File: src/rtl/ecpt_defines.vh
`ifndef ECPT_DEFINES_VH
`define ECPT_DEFINES_VH

// ****************************************************************
// Register addresses on the special-function-register bus
// ****************************************************************
`define ECPT_ADDR_CFG     8'hA9
`define ECPT_ADDR_ENABLE  8'hAA
`define ECPT_ADDR_LDPOL   8'hAB
`define ECPT_ADDR_DATA    8'hAC

// ****************************************************************
// Field positions of channel_access_config
// ****************************************************************
`define ECPT_CFG_HOLD     6
`define ECPT_CFG_CLEAR    5
`define ECPT_CFG_HIGH     4
`define ECPT_CFG_END      3
`define ECPT_CFG_CH_MSB   2
`define ECPT_CFG_CH_LSB   0

// ****************************************************************
// Reset values and counter constants
// ****************************************************************
`define ECPT_RST_BYTE     8'h00
`define ECPT_RST_WORD     16'h0000
`define ECPT_CNT_ZERO     16'h0000
`define ECPT_CNT_STEP     16'h0001

`endif

File: src/rtl/ecpt_shadow.v
`include "ecpt_defines.vh"

// ****************************************************************
// Shadow copy of one channel's toggle point and period limit
// ****************************************************************
module ecpt_shadow #(
  parameter WIDTH = 16
) (
  input  wire             clock,
  input  wire             arst_n,
  input  wire             wr_byte,
  input  wire             sel_end,
  input  wire             sel_high,
  input  wire [7:0]       wdata,
  output reg  [WIDTH-1:0] shadow_mid,
  output reg  [WIDTH-1:0] shadow_end
);

  always @(posedge clock or negedge arst_n) begin
    if (!arst_n) begin
      shadow_mid <= `ECPT_RST_WORD;
      shadow_end <= `ECPT_RST_WORD;
    end else if (wr_byte) begin
      // Byte lands only in the shadow, never in the active value
      if (sel_end) begin
        if (sel_high) begin
          shadow_end[15:8] <= wdata;
        end else begin
          shadow_end[7:0] <= wdata;
        end
      end else begin
        if (sel_high) begin
          shadow_mid[15:8] <= wdata;
        end else begin
          shadow_mid[7:0] <= wdata;
        end
      end
    end
  end

endmodule

File: src/rtl/ecpt_load_flag.v
`include "ecpt_defines.vh"

// ****************************************************************
// Load-pending flag of one channel
// ****************************************************************
module ecpt_load_flag (
  input  wire clock,
  input  wire arst_n,
  input  wire touch,
  input  wire loaded,
  input  wire clear_all,
  output reg  pending
);

  always @(posedge clock or negedge arst_n) begin
    if (!arst_n) begin
      pending <= 1'b0;
    end else if (touch) begin
      // A new write wins over a load or clear in the same cycle
      pending <= 1'b1;
    end else if (loaded || clear_all) begin
      pending <= 1'b0;
    end
  end

endmodule

File: src/rtl/ecpt_timer.v
`include "ecpt_defines.vh"

module ecpt_timer #(
  parameter CHANNELS = 8,
  parameter WIDTH    = 16
) (
  input  wire                clock,
  input  wire                arst_n,
  input  wire [7:0]          sfr_addr,
  input  wire [7:0]          sfr_wdata,
  input  wire                sfr_wr,
  input  wire                sfr_rd,
  input  wire [CHANNELS-1:0] timer_mode,
  input  wire [CHANNELS-1:0] count_tick,
  output reg  [7:0]          sfr_rdata,
  output reg  [CHANNELS-1:0] pwm_out,
  output reg  [CHANNELS-1:0] wrap_pulse
);

  // ****************************************************************
  // Helper functions
  // ****************************************************************
  function [7:0] pick_byte;
    input [WIDTH-1:0] word;
    input             high;
    begin
      pick_byte = high ? word[15:8] : word[7:0];
    end
  endfunction

  function [WIDTH-1:0] pick_word;
    input [CHANNELS*WIDTH-1:0] flat;
    input [2:0]                idx;
    begin
      pick_word = flat[idx*WIDTH +: WIDTH];
    end
  endfunction

  // ****************************************************************
  // Bus decode
  // ****************************************************************
  wire wr_cfg   = sfr_wr && (sfr_addr == `ECPT_ADDR_CFG);
  wire wr_en    = sfr_wr && (sfr_addr == `ECPT_ADDR_ENABLE);
  wire wr_ldpol = sfr_wr && (sfr_addr == `ECPT_ADDR_LDPOL);
  wire wr_data  = sfr_wr && (sfr_addr == `ECPT_ADDR_DATA);

  // ****************************************************************
  // Configuration and enable registers
  // ****************************************************************
  reg                update_hold;
  reg                byte_half_select;
  reg                value_type_select;
  reg [2:0]          channel_select;
  reg                clear_all_strobe;
  reg [CHANNELS-1:0] channel_enable;
  reg [CHANNELS-1:0] pol_shadow;

  always @(posedge clock or negedge arst_n) begin
    if (!arst_n) begin
      update_hold       <= 1'b0;
      byte_half_select  <= 1'b0;
      value_type_select <= 1'b0;
      channel_select    <= 3'h0;
      clear_all_strobe  <= 1'b0;
    end else begin
      clear_all_strobe <= wr_cfg && sfr_wdata[`ECPT_CFG_CLEAR];
      if (wr_cfg) begin
        update_hold       <= sfr_wdata[`ECPT_CFG_HOLD];
        byte_half_select  <= sfr_wdata[`ECPT_CFG_HIGH];
        value_type_select <= sfr_wdata[`ECPT_CFG_END];
        channel_select    <= sfr_wdata[`ECPT_CFG_CH_MSB:`ECPT_CFG_CH_LSB];
      end
    end
  end

  always @(posedge clock or negedge arst_n) begin
    if (!arst_n) begin
      channel_enable <= `ECPT_RST_BYTE;
    end else if (wr_en) begin
      channel_enable <= sfr_wdata;
    end
  end

  // Polarity writes in pulse mode go to the shadow start level
  integer p;
  always @(posedge clock or negedge arst_n) begin
    if (!arst_n) begin
      pol_shadow <= `ECPT_RST_BYTE;
    end else if (wr_ldpol) begin
      for (p = 0; p < CHANNELS; p = p + 1) begin
        if (!timer_mode[p]) begin
          pol_shadow[p] <= sfr_wdata[p];
        end
      end
    end
  end

  // ****************************************************************
  // Per-channel shadows, load flags and counters
  // ****************************************************************
  wire [CHANNELS*WIDTH-1:0] shadow_mid_all;
  wire [CHANNELS*WIDTH-1:0] shadow_end_all;
  wire [CHANNELS-1:0]       pending;

  genvar i;
  generate
    for (i = 0; i < CHANNELS; i = i + 1) begin : g_ch
      wire             sel_me   = ({29'h0, channel_select} == i);
      wire             wr_byte  = wr_data && sel_me;
      wire             pol_wr   = wr_ldpol && !timer_mode[i];
      wire             clr_wr   = wr_ldpol && timer_mode[i] && sfr_wdata[i];
      wire [WIDTH-1:0] smid     = shadow_mid_all[i*WIDTH +: WIDTH];
      wire [WIDTH-1:0] send     = shadow_end_all[i*WIDTH +: WIDTH];
      reg  [WIDTH-1:0] count;
      reg  [WIDTH-1:0] mid_act;
      reg  [WIDTH-1:0] end_act;
      reg              pol_act;
      wire             step     = channel_enable[i] && count_tick[i];
      wire             at_end   = (count == end_act);
      wire             cyc_end  = step && at_end;
      // Disabled channels have no cycle, so they take settings at once unless update_hold is set
      wire             load_now = !update_hold && pending[i] &&
                                  (cyc_end || !channel_enable[i]);
      wire [WIDTH-1:0] next_count = count + `ECPT_CNT_STEP;

      ecpt_shadow #(
        .WIDTH (WIDTH)
      ) u_shadow (
        .clock      (clock),
        .arst_n     (arst_n),
        .wr_byte    (wr_byte),
        .sel_end    (value_type_select),
        .sel_high   (byte_half_select),
        .wdata      (sfr_wdata),
        .shadow_mid (shadow_mid_all[i*WIDTH +: WIDTH]),
        .shadow_end (shadow_end_all[i*WIDTH +: WIDTH])
      );

      ecpt_load_flag u_flag (
        .clock     (clock),
        .arst_n    (arst_n),
        .touch     (wr_byte || pol_wr),
        .loaded    (load_now),
        .clear_all (clear_all_strobe),
        .pending   (pending[i])
      );

      // Active values change only at the load point
      always @(posedge clock or negedge arst_n) begin
        if (!arst_n) begin
          mid_act <= `ECPT_RST_WORD;
          end_act <= `ECPT_RST_WORD;
          pol_act <= 1'b0;
        end else if (load_now) begin
          mid_act <= smid;
          end_act <= send;
          pol_act <= pol_shadow[i];
        end
      end

      // Counter, output level and wrap event
      always @(posedge clock or negedge arst_n) begin
        if (!arst_n) begin
          count         <= `ECPT_CNT_ZERO;
          pwm_out[i]    <= 1'b0;
          wrap_pulse[i] <= 1'b0;
        end else begin
          // A cleared counter has not wrapped, so no wrap event
          wrap_pulse[i] <= cyc_end && !(clear_all_strobe || clr_wr);
          if (!channel_enable[i]) begin
            count      <= `ECPT_CNT_ZERO;
            pwm_out[i] <= 1'b0;
          end else if (clear_all_strobe || clr_wr) begin
            count <= `ECPT_CNT_ZERO;
            if (!timer_mode[i]) begin
              pwm_out[i] <= pol_act;
            end
          end else if (step) begin
            if (at_end) begin
              count <= `ECPT_CNT_ZERO;
              if (timer_mode[i]) begin
                pwm_out[i] <= !pwm_out[i];
              end else begin
                pwm_out[i] <= load_now ? pol_shadow[i] : pol_act;
              end
            end else begin
              count <= next_count;
              if (!timer_mode[i] && (next_count == mid_act)) begin
                pwm_out[i] <= !pol_act;
              end
            end
          end
        end
      end
    end
  endgenerate

  // ****************************************************************
  // Read path
  // ****************************************************************
  reg [7:0]       next_rdata;
  reg [WIDTH-1:0] sel_word;

  always @* begin
    sel_word = value_type_select ? pick_word(shadow_end_all, channel_select)
                                 : pick_word(shadow_mid_all, channel_select);
    case (sfr_addr)
      `ECPT_ADDR_CFG: begin
        next_rdata = {1'b0, update_hold, 1'b0, byte_half_select,
                      value_type_select, channel_select};
      end
      `ECPT_ADDR_ENABLE: begin
        next_rdata = channel_enable;
      end
      `ECPT_ADDR_LDPOL: begin
        next_rdata = pending;
      end
      `ECPT_ADDR_DATA: begin
        next_rdata = pick_byte(sel_word, byte_half_select);
      end
      default: begin
        next_rdata = `ECPT_RST_BYTE;
      end
    endcase
  end

  always @(posedge clock or negedge arst_n) begin
    if (!arst_n) begin
      sfr_rdata <= `ECPT_RST_BYTE;
    end else if (sfr_rd) begin
      sfr_rdata <= next_rdata;
    end
  end

endmodule

File: config.mk
export PLATFORM = sky130hd
export DESIGN_NAME = ecpt_timer
export DESIGN_NICKNAME = d
export VERILOG_FILES = /design/src/rtl/ecpt_shadow.v /design/src/rtl/ecpt_load_flag.v /design/src/rtl/ecpt_timer.v
export VERILOG_INCLUDE_DIRS = /design/src /design/src/rtl
export SDC_FILE = /design/constraint.sdc
export NUM_CORES = 1
export LEC_CHECK = 0
export BUFFER_PORTS_ARGS = -buffer_cell sky130_fd_sc_hd__buf_2
export CORE_MARGIN = 4
export CORE_UTILIZATION = 58
export CTS_CLUSTER_SIZE = 8
export DETAILED_ROUTE_END_ITERATION = 12
export PLACE_DENSITY = 0.77
export SYNTH_ARGS = -nofsm -noshare
export SYNTH_HDL_FRONTEND = slang
export SYNTH_HIERARCHICAL = 1
export SYNTH_SLANG_ARGS = --single-unit
File: constraint.sdc
create_clock -name clock -period 3.3 [get_ports clock]
set_input_delay 0.66 -clock clock [delete_from_list [all_inputs] [get_ports clock]]
set_output_delay 0.66 -clock clock [all_outputs]
set_load 0.005 [all_outputs]
Word-level counts from Yosys, hierarchy flattened
Index checks and enable logic that the tools add are counted.
- word-level logic and storage cells: 504
- output and inout bits: 24
- flip-flop bits (word level): 703
- input port bits: 36
- bitwise operators: 10
- shifts and indexed selects: 2
- mux-type cells: 115
- reductions and logical operators: 215
- equal/unequal tests: 51
- add/sub/neg operators: 8
- operator list (operator ; count):
    $mux W16 ; 33
    $eq A16 B16 Y1 ; 16
    $shiftx A128 B8 Y16 ; 2
    $add A16 B1 Y16 const B ; 8
    $reduce_and A3 Y1 ; 40
    $logic_and A1 B1 Y1 ; 85
    $mux W1 ; 80
    $logic_not A1 Y1 ; 41
    $eq A8 B8 Y1 const B ; 4
    $logic_or A1 B1 Y1 ; 32
    $ne A4 B1 Y1 const B ; 8
    $pmux W8 S4 ; 1
    $ne A3 B1 Y1 const B ; 8
    $ne A3 B3 Y1 const B ; 8
    $reduce_and A2 Y1 ; 8
    $reduce_bool A2 Y1 ; 8
    $eq A3 B3 Y1 const B ; 4
    $not A1 Y1 ; 10
    $mux W8 ; 1
    $eq A3 B2 Y1 const B ; 2
    $eq A3 B1 Y1 const B ; 1
    $logic_not A3 Y1 ; 1

Logic depth before layout (Yosys ltp)
Gate-level depths: netlist of the first run.
- word-level depth: 10
- depth in mapped cells: 11
- mapped depth without buffers: 9

Cells and area by module
Netlist of the first run, hierarchy kept.
- by module, submodules not included (module ; cells each ; instances ; seq. area each (sq um) ; area each (sq um)):
    ecpt_timer ; 2851 ; 1 ; 10985.5 ; 26573.0
    ecpt_shadow ; 68 ; 8 ; 800.8 ; 1212.4
    ecpt_load_flag ; 3 ; 8 ; 25.0 ; 36.3

Least setup slack after synthesis of the first run
OpenSTA, ideal clock, no wires.
- kind: register to register
- start point: reg value_type_select
- end point: reg sfr_rdata[0]
- arrival time: 3198 ps
- setup time: 134 ps
- setup slack: -32 ps
- data required time: 3166 ps
- buffers on the path: 2
- stages on the path, launching flop included: 8
- period minus slack after synthesis: 3332 ps
- cells stage by stage: dfrtp_1 -> clkbuf_1 -> buf_1 -> mux4_2 -> mux2i_1 -> o22ai_1 -> nand2_1 -> o21ai_0
- word-level cells in the longest chain between the ends: 3
- RTL lines (element ; line ; source):
    start: declaration ; ecpt_timer.v:52 ; reg value_type_select;
    start signal: assignment ; ecpt_timer.v:70 ; value_type_select <= sfr_wdata[`ECPT_CFG_END];
    $mux W16 ; ecpt_timer.v:205 ; sel_word = value_type_select ? pick_word(shadow_end_all, channel_select)
    $mux W8 ; ecpt_timer.v:27 ; pick_byte = high ? word[15:8] : word[7:0];
    $pmux W8 S4 ; ecpt_timer.v:207 ; case (sfr_addr)
    end signal: assignment ; ecpt_timer.v:229 ; sfr_rdata <= `ECPT_RST_BYTE;
    end signal: assignment ; ecpt_timer.v:231 ; sfr_rdata <= next_rdata;
    end: declaration ; ecpt_timer.v:15 ; output reg [7:0] sfr_rdata,
Every way passes these cells.
A chain may end at the register's enable or synchronous reset.

Worst setup path after layout of the first run
- start point: reg g_ch[1].count[0]
- end point: reg pwm_out[1]
- word-level cells in the longest chain between the ends: 10
- elaborated cells between the ends (all ways): 15
- classes of those cells: 1 x add/sub; 3 x eq/ne; 6 x mux; 5 x reduce/logical
- RTL lines (element ; line ; source):
    start: declaration ; ecpt_timer.v:114 ; reg [WIDTH-1:0] count;
    start signal: assignment ; ecpt_timer.v:164 ; count <= `ECPT_CNT_ZERO;
    start signal: assignment ; ecpt_timer.v:171 ; count <= `ECPT_CNT_ZERO;
    start signal: assignment ; ecpt_timer.v:174 ; count <= `ECPT_CNT_ZERO;
    branches (longest 10 deep; another with $add A16 B1 Y16) ; - ;
    end signal: indexed assignment ; ecpt_timer.v:176 ; pwm_out[i] <= pol_act;
    end signal: indexed assignment ; ecpt_timer.v:182 ; pwm_out[i] <= !pwm_out[i];
    end signal: indexed assignment ; ecpt_timer.v:184 ; pwm_out[i] <= load_now ? pol_shadow[i] : pol_act;
    end: declaration ; ecpt_timer.v:16 ; output reg [CHANNELS-1:0] pwm_out,
Parallel ways; which one is timed is not known. The select of a mux whose other input is x is not followed.

==> impl_metrics.env, run 1 <==
export IMPL_internal_power_mw=14.3
export IMPL_cp_start_kind="register"
export IMPL_nNetsFinal=3539
export IMPL_dieArea_sq_mm=0.0671
export IMPL_worstSetupEndpointType="register"
export IMPL_antenna_left=0
export IMPL_swShare_pct=23.1
export IMPL_syn_to_final_growth_pct=11.5
export IMPL_cts_hold_buf=0
export IMPL_syn_area_sq_mm=0.0366
export IMPL_max_freq_mhz=318
export IMPL_crit_fanout=7
export IMPL_worstPathRequired_ns=3.85
export IMPL_vias=27800
export IMPL_ys_seq_area_share_pct=48.1
export IMPL_worstSetupPathType="reg2reg"
export IMPL_r2r_start="g_ch[1].count[0]"
export IMPL_setup_viol=0
export IMPL_grt_antenna_before_repair=3
export IMPL_drv_cap=0
export IMPL_hpwl_mm=73.1
export IMPL_async_flop_share_pct=100
export IMPL_htree_levels=3
export IMPL_start_util_pct=58.9
export IMPL_crit_path_start="g_ch[1].count[0]"
export IMPL_ys_flop_type="dfrtp_1"
export IMPL_p_leak_nw=19.4
export IMPL_clock_latency_ns=0.66
export IMPL_wl_per_cell_um=24.0
export IMPL_synth_edf_count=0
export IMPL_path_cells="ha_1 > and4_1 > nand4_1 > xnor2_1 > a2111oi_2 > nand4_1 > o31a_1 > or4_1 > o22ai_1"
export IMPL_cpMostUsedCell="nand4_1"
export IMPL_syn_nets=3463
export IMPL_clk_pin_slew_ns=0.05
export IMPL_grt_setup_unrepaired="no"
export IMPL_rows=91
export IMPL_fin_setup_tns_ns=0
export IMPL_syn_inst=3419
export IMPL_drt_pre_antenna_iters=6
export IMPL_final_hold_viol_count=0
export IMPL_slew_viol_final=0
export IMPL_ys_types=85
export IMPL_fill_cells=4498
export IMPL_slew_headroom_pct=19.6
export IMPL_drive_gt1_share_pct=23.8
export IMPL_io_pins=60
export IMPL_critPathSlowestCell="dfrtp_1"
export IMPL_vias_per_cell=6.39
export IMPL_status="completed"
export IMPL_final_min_clock_period_ns=3.14
export IMPL_wirelength_mm=104
export IMPL_die_y_um=259
export IMPL_grt_overflow=0
export IMPL_track_usage_pct=31.0
export IMPL_cts_sinks=703
export IMPL_crit_family="simple AND/OR/NAND/NOR gates"
export IMPL_synth_top_cell_area_share_pct=48.1
export IMPL_ys_warn_count=6
export IMPL_slowest_delay_ns=0.52
export IMPL_clk_root_buffer_cell="clkbuf_16"
export IMPL_ys_ff_latch=703
export IMPL_ctsResizeCount=0
export IMPL_timing_final_crit_share_pct=95.3
export IMPL_port_buffers=59
export IMPL_cp_data_arrival_time_ns=3.69
export IMPL_tightest_slew_ns=1.21
export IMPL_cts_tree="yes"
export IMPL_die_x_um=259
export IMPL_crit_buf_inv=0
export IMPL_grt_pass1_vias=26700
export IMPL_grt_first_pass_wirelength_mm=162
export IMPL_drc=0
export IMPL_p_per_area_mw_per_mm2=457
export IMPL_syn_area_per_cell_sq_um=10.7
export IMPL_postCtsSetupBuffers=0
export IMPL_synth_top_area_cell="dfrtp_1"
export IMPL_seqPwrFrac_pct=47.2
export IMPL_synth_area_leaders="dfrtp_1 48%, mux2_2 12%, nand2_1 6.4%"
export IMPL_ir_drop_uv=366
export IMPL_p_switching_mw=4.30
export IMPL_combPwrFrac_pct=4.4
export IMPL_power_share_clock_pct=48.4
export IMPL_drt_iter0_markers=3083
export IMPL_fin_worst_skew_ns=0.0380
export IMPL_cts_inserted_buffers=98
export IMPL_clk_path_buf_depth=3
export IMPL_min_path_type="in2async"
export IMPL_core_sq_mm=0.0621
export IMPL_fin_util_pct=65.7
export IMPL_grt_max_degree=81
export IMPL_place_congestion=0.966
==> area by class of cell <==
cell class / count / area (sq um) / share of cell area, %
timing repair buffer: 178 / 1370 / 3.37
tap: 837 / 1050 / 2.57
clock buffer: 105 / 2500 / 6.13
clock inverter: 8 / 149 / 0.365
inverter: 55 / 206 / 0.506
sequential: 703 / 17600 / 43.2
multi-input combinational: 2459 / 17900 / 43.9
antenna: 1 / 2.50 / 0.00614
==> per-layer routing <==
layer / vias to the layer above / global-route usage [%] / part of all wire, %
met2: 1516 / 45.5 / 44
met3: 274 / 7.83 / 11
met1: 13800 / 45.5 / 42
li1: 12200 / - / -
met5: - / 0 / 0
met4: 0 / 10.1 / 3.8
==> cells in the mapped netlist, types with 24 or more instances <==
cell type,instances
a21oi_1,77
a31oi_1,26
and3_1,24
buf_2,64
clkbuf_1,111
dfrtp_1,703
inv_1,55
mux2_2,384
mux4_2,80
nand2_1,623
nand2b_1,25
nand3_1,70
nand4_1,70
nor2_1,157
nor3_1,42
nor4_1,38
o21ai_0,171
o31ai_1,49
xnor2_1,226
xor2_1,79
==> worst reg2reg max path: cells and delay by family (launching register included) <==
| kind | cells | cell delay (ns) |
|---|---|---|
| compound gates | 3 | 0.71 |
| xor+xnor | 1 | 0.22 |
| fa+ha+maj | 1 | 0.32 |
| flops | 1 | 0.52 |
| simple gates | 4 | 1.30 |
==> cells by family after synthesis <==
| family | share of synthesized area, % |
|---|---|
| XOR/XNOR | 7.48 |
| flip-flops | 48.1 |
| buffers and inverters | 2.99 |
| AO/OA/AOI/OAI | 7.64 |
| multiplexers | 17.4 |
| AND/OR/NAND/NOR | 16.1 |
| adder cells (fa/ha/maj) | 0.274 |
==> power groups by stage <==
stage               Clock (mW)  Sequential, mW  Combinational, mW
finish                    9.02            8.79              0.817
global route              9.49            8.79              0.879
CTS                       9.12            8.79              0.812
detailed placement           0            8.93              0.805
global placement             0            8.93              0.797
floorplan                    0            8.88              0.363
==> through the flow <==
stage	hold slack [ns]	cell area [sq um]	cells	setup WS [ns]	power [mW]
final	0.0614	40800	4346	0.155	18.6
after global routing	0.0824	40800	4345	0.0195	19.2
after CTS	0.0681	40800	4345	0.271	18.7
after detailed placement	0.482	38100	4232	0.157	9.73
after global placement	0.460	38100	4232	0.231	9.72
after floorplan	0.364	36600	3419	0.287	9.24
==> path summary, 6_finish.rpt <==
path / to / slack, ns / cells past startpoint
worst max-delay path: pwm_out[1] / 0.16 / 9
worst min register to register: sfr_rdata[4] / 0.48 / 1
worst max register to register: pwm_out[1] / 0.16 / 9
min in group clock: g_ch[0].count[5] / 0.34 / 3
worst min-delay path: g_ch[3].mid_act[1] / 0.06 / 1
max in group asynchronous: g_ch[5].u_shadow/shadow_mid[13] / 2.33 / 2
==> layout by cell type, fill, tap and decap left out, types with 9 or more instances in the layout <==
cell type and count:
nor3b_1 13, o21ai_0 171, and4_1 16, buf_4 105
buf_2 58, o31ai_1 49, buf_12 14, or3_1 12
nand2b_1 25, a21oi_1 76, clkbuf_16 99, or2_2 17
nand3_1 70, inv_1 55, nand4_1 70, nor4_1 38
mux4_2 80, nor2b_1 19, nand2_1 623, mux2_2 384
o41ai_1 15, nor2_1 157, nor3_1 42, o22ai_1 20
and3_1 24, nand3_2 9, mux2i_1 18, dfrtp_1 699
a31oi_1 26, xnor2_1 226, nand3b_2 16, xor2_1 79
a21o_1 21
==> flip-flops by register name, summed over array words and instances (netlist names) <==
name	flops
pol_shadow	8
g_ch.pol_act	8
channel_enable	8
clear_all_strobe	1
channel_select	3
sfr_rdata	8
value_type_select	1
update_hold	1
g_ch.mid_act	128
pwm_out	8
wrap_pulse	8
g_ch.u_flag/pending	8
byte_half_select	1
g_ch.end_act	128
g_ch.u_shadow/shadow_end	128
g_ch.count	128
g_ch.u_shadow/shadow_mid	128
Power figures use the tool's default switching activity.
==> inputs of run 2 (changes only) <==
- CTS_CLUSTER_SIZE: 8 -> 20
- RECOVER_POWER: default -> 100
==> impl_metrics.env, run 2 (same netlist as run 1, synthesis figures left out) <==
export IMPL_port_buffers=59
export IMPL_crit_path_start="sfr_addr[6]"
export IMPL_p_switching_mw=4.16
export IMPL_drt_pre_antenna_iters=5
export IMPL_final_hold_viol_count=0
export IMPL_fin_setup_tns_ns=0
export IMPL_wl_per_cell_um=23.6
export IMPL_r2r_start="g_ch[5].count[12]"
export IMPL_path_cells="buf_2 > nand4bb_1 > nor3_1 > clkbuf_1 > a31oi_1 > nand2_1 > nor2_1 > clkbuf_1 > a21o_1 > nand2_1 > o31ai_1"
export IMPL_failed_checks="max-capacitance violations, max-slew violations"
export IMPL_cp_data_arrival_time_ns=3.64
export IMPL_drv_cap=1
export IMPL_cts_hold_buf=0
export IMPL_swShare_pct=22.3
export IMPL_timing_final_crit_share_pct=95.6
export IMPL_mostFrequentLayoutCell="dfrtp_1"
export IMPL_drt_iter0_markers=3187
export IMPL_grt_pass1_vias=26200
export IMPL_status="finished, violations left"
export IMPL_slew_headroom_pct=-76.0
export IMPL_drc=0
export IMPL_place_congestion=0.966
export IMPL_power_share_clock_pct=48.7
export IMPL_ir_drop_uv=358
export IMPL_io_pins=60
export IMPL_vias=27500
export IMPL_grt_max_degree=81
export IMPL_place_worst_setup_slack_ns=0.157
export IMPL_mostFrequentLayoutCells="699 x dfrtp_1, 623 x nand2_1, 380 x mux2_2"
export IMPL_drive_gt1_share_pct=21.5
export IMPL_clk_path_buf_depth=3
export IMPL_diodes=0
export IMPL_slowest_delay_ns=0.64
export IMPL_combPwrFrac_pct=4.2
export IMPL_htree_levels=3
export IMPL_cts_sinks=703
export IMPL_r2r_slack_ns=0.17
export IMPL_p_leak_nw=19.1
export IMPL_vias_per_cell=6.32
export IMPL_fin_worst_skew_ns=0.0307
export IMPL_seqPwrFrac_pct=47.1
export IMPL_min_path_type="in2reg"
export IMPL_clk_pin_slew_ns=0.06
export IMPL_critPathSlowestCell="nor3_1"
export IMPL_worstSetupEndpointType="register"
export IMPL_postCtsSetupBuffers=0
export IMPL_tightest_slew_ns=2.64
export IMPL_grt_antenna_before_repair=3
export IMPL_core_sq_mm=0.0621
export IMPL_reg2regPathDepth=8
export IMPL_worstSetupPathType="in2reg"
export IMPL_start_util_pct=58.9
export IMPL_ctsResizeCount=0
export IMPL_antenna_left=0
export IMPL_slew_viol_final=72
export IMPL_die_x_um=259
export IMPL_dieArea_sq_mm=0.0671
export IMPL_crit_end="g_ch[0].count[14]"
export IMPL_fin_util_pct=65.0
export IMPL_grt_first_pass_wirelength_mm=159
export IMPL_worst_r2r_endpoint="pwm_out[5]"
export IMPL_internal_power_mw=14.5
export IMPL_rows=91
export IMPL_clock_latency_ns=0.62
export IMPL_wirelength_mm=103
export IMPL_crit_fanout=12
export IMPL_final_min_clock_period_ns=3.15
export IMPL_worstPathRequired_ns=3.78
export IMPL_clk_root_buffer_cell="clkbuf_16"
export IMPL_grt_overflow=0
export IMPL_hpwl_mm=73.1
export IMPL_die_y_um=259
export IMPL_setup_viol=0
export IMPL_max_freq_mhz=317
export IMPL_p_per_area_mw_per_mm2=462
export IMPL_nNetsFinal=3516
export IMPL_cp_start_kind="input pin"
export IMPL_grt_setup_unrepaired="no"
export IMPL_setup_slack_ns=0.145
export IMPL_syn_to_final_growth_pct=10.3
export IMPL_cts_tree="yes"
export IMPL_track_usage_pct=30.6
export IMPL_cts_inserted_buffers=75
[run 2: changes by cell type in the layout (fill, tap and decap cells not counted), moves of 12 or more]
cell,previous run,this run
clkbuf_1,6,59
buf_4,105,59
clkbuf_16,99,79
nand3b_1,8,24
nand3b_2,16,0
buf_2,58,43
clkbuf_2,0,12
[run 2: how the worst min path moves through the flow]
stage / cells after the start / to / start / slack, ns
after global routing: 3 / wrap_pulse[4] / count_tick[4] / 0.38
final: 3 / wrap_pulse[4] / count_tick[4] / 0.39
after floorplan: 0 / byte_half_select / arst_n / 0.36
after detailed placement: 1 / sfr_rdata[4] / sfr_rdata[4] / 0.48
after global placement: 1 / sfr_rdata[4] / sfr_rdata[4] / 0.46
after CTS: 1 / g_ch[3].mid_act[1] / arst_n / 0.1
[run 2: layer usage]
metal | track usage, % | wire length, um
met5 | 0 | 13
met4 | 9.97 | 3470
met3 | 7.55 | 10800
met2 | 44.5 | 44300
met1 | 45.4 | 44100
[run 2: final cells by class]
class / instances / area [sq um]
multi-input combinational: 2459 / 17700
fill: 4635 / 21700
inverter: 55 / 206
timing repair buffer: 178 / 1160
clock inverter: 29 / 474
tap: 837 / 1050
clock buffer: 100 / 2170
sequential: 703 / 17600
[run 2: through the flow]
| stage | std cells | power (mW) | hold WS, ns | instance area (sq um) |
|---|---|---|---|---|
| floorplan | 3419 | 9.24 | 0.364 | 36600 |
| global placement | 4232 | 9.72 | 0.460 | 38100 |
| detailed placement | 4232 | 9.73 | 0.482 | 38100 |
| CTS | 4361 | 18.7 | 0.0981 | 40800 |
| global route | 4361 | 19.1 | 0.381 | 40300 |
| finish | 4361 | 18.6 | 0.387 | 40300 |
[run 2: worst max-delay path: cells and delay by family]
| kind | cells | cell delay [ns] |
|---|---|---|
| compound gates | 3 | 0.67 |
| buf+inv | 3 | 0.82 |
| simple gates | 5 | 1.46 |
[run 2: power by group through the flow]
| stage | sequential [mW] | combinational, mW | clock (mW) |
|---|---|---|---|
| floorplan | 8.88 | 0.363 | 0 |
| global placement | 8.93 | 0.797 | 0 |
| detailed placement | 8.93 | 0.805 | 0 |
| CTS | 8.77 | 0.809 | 9.14 |
| global route | 8.77 | 0.855 | 9.51 |
| finish | 8.77 | 0.791 | 9.07 |
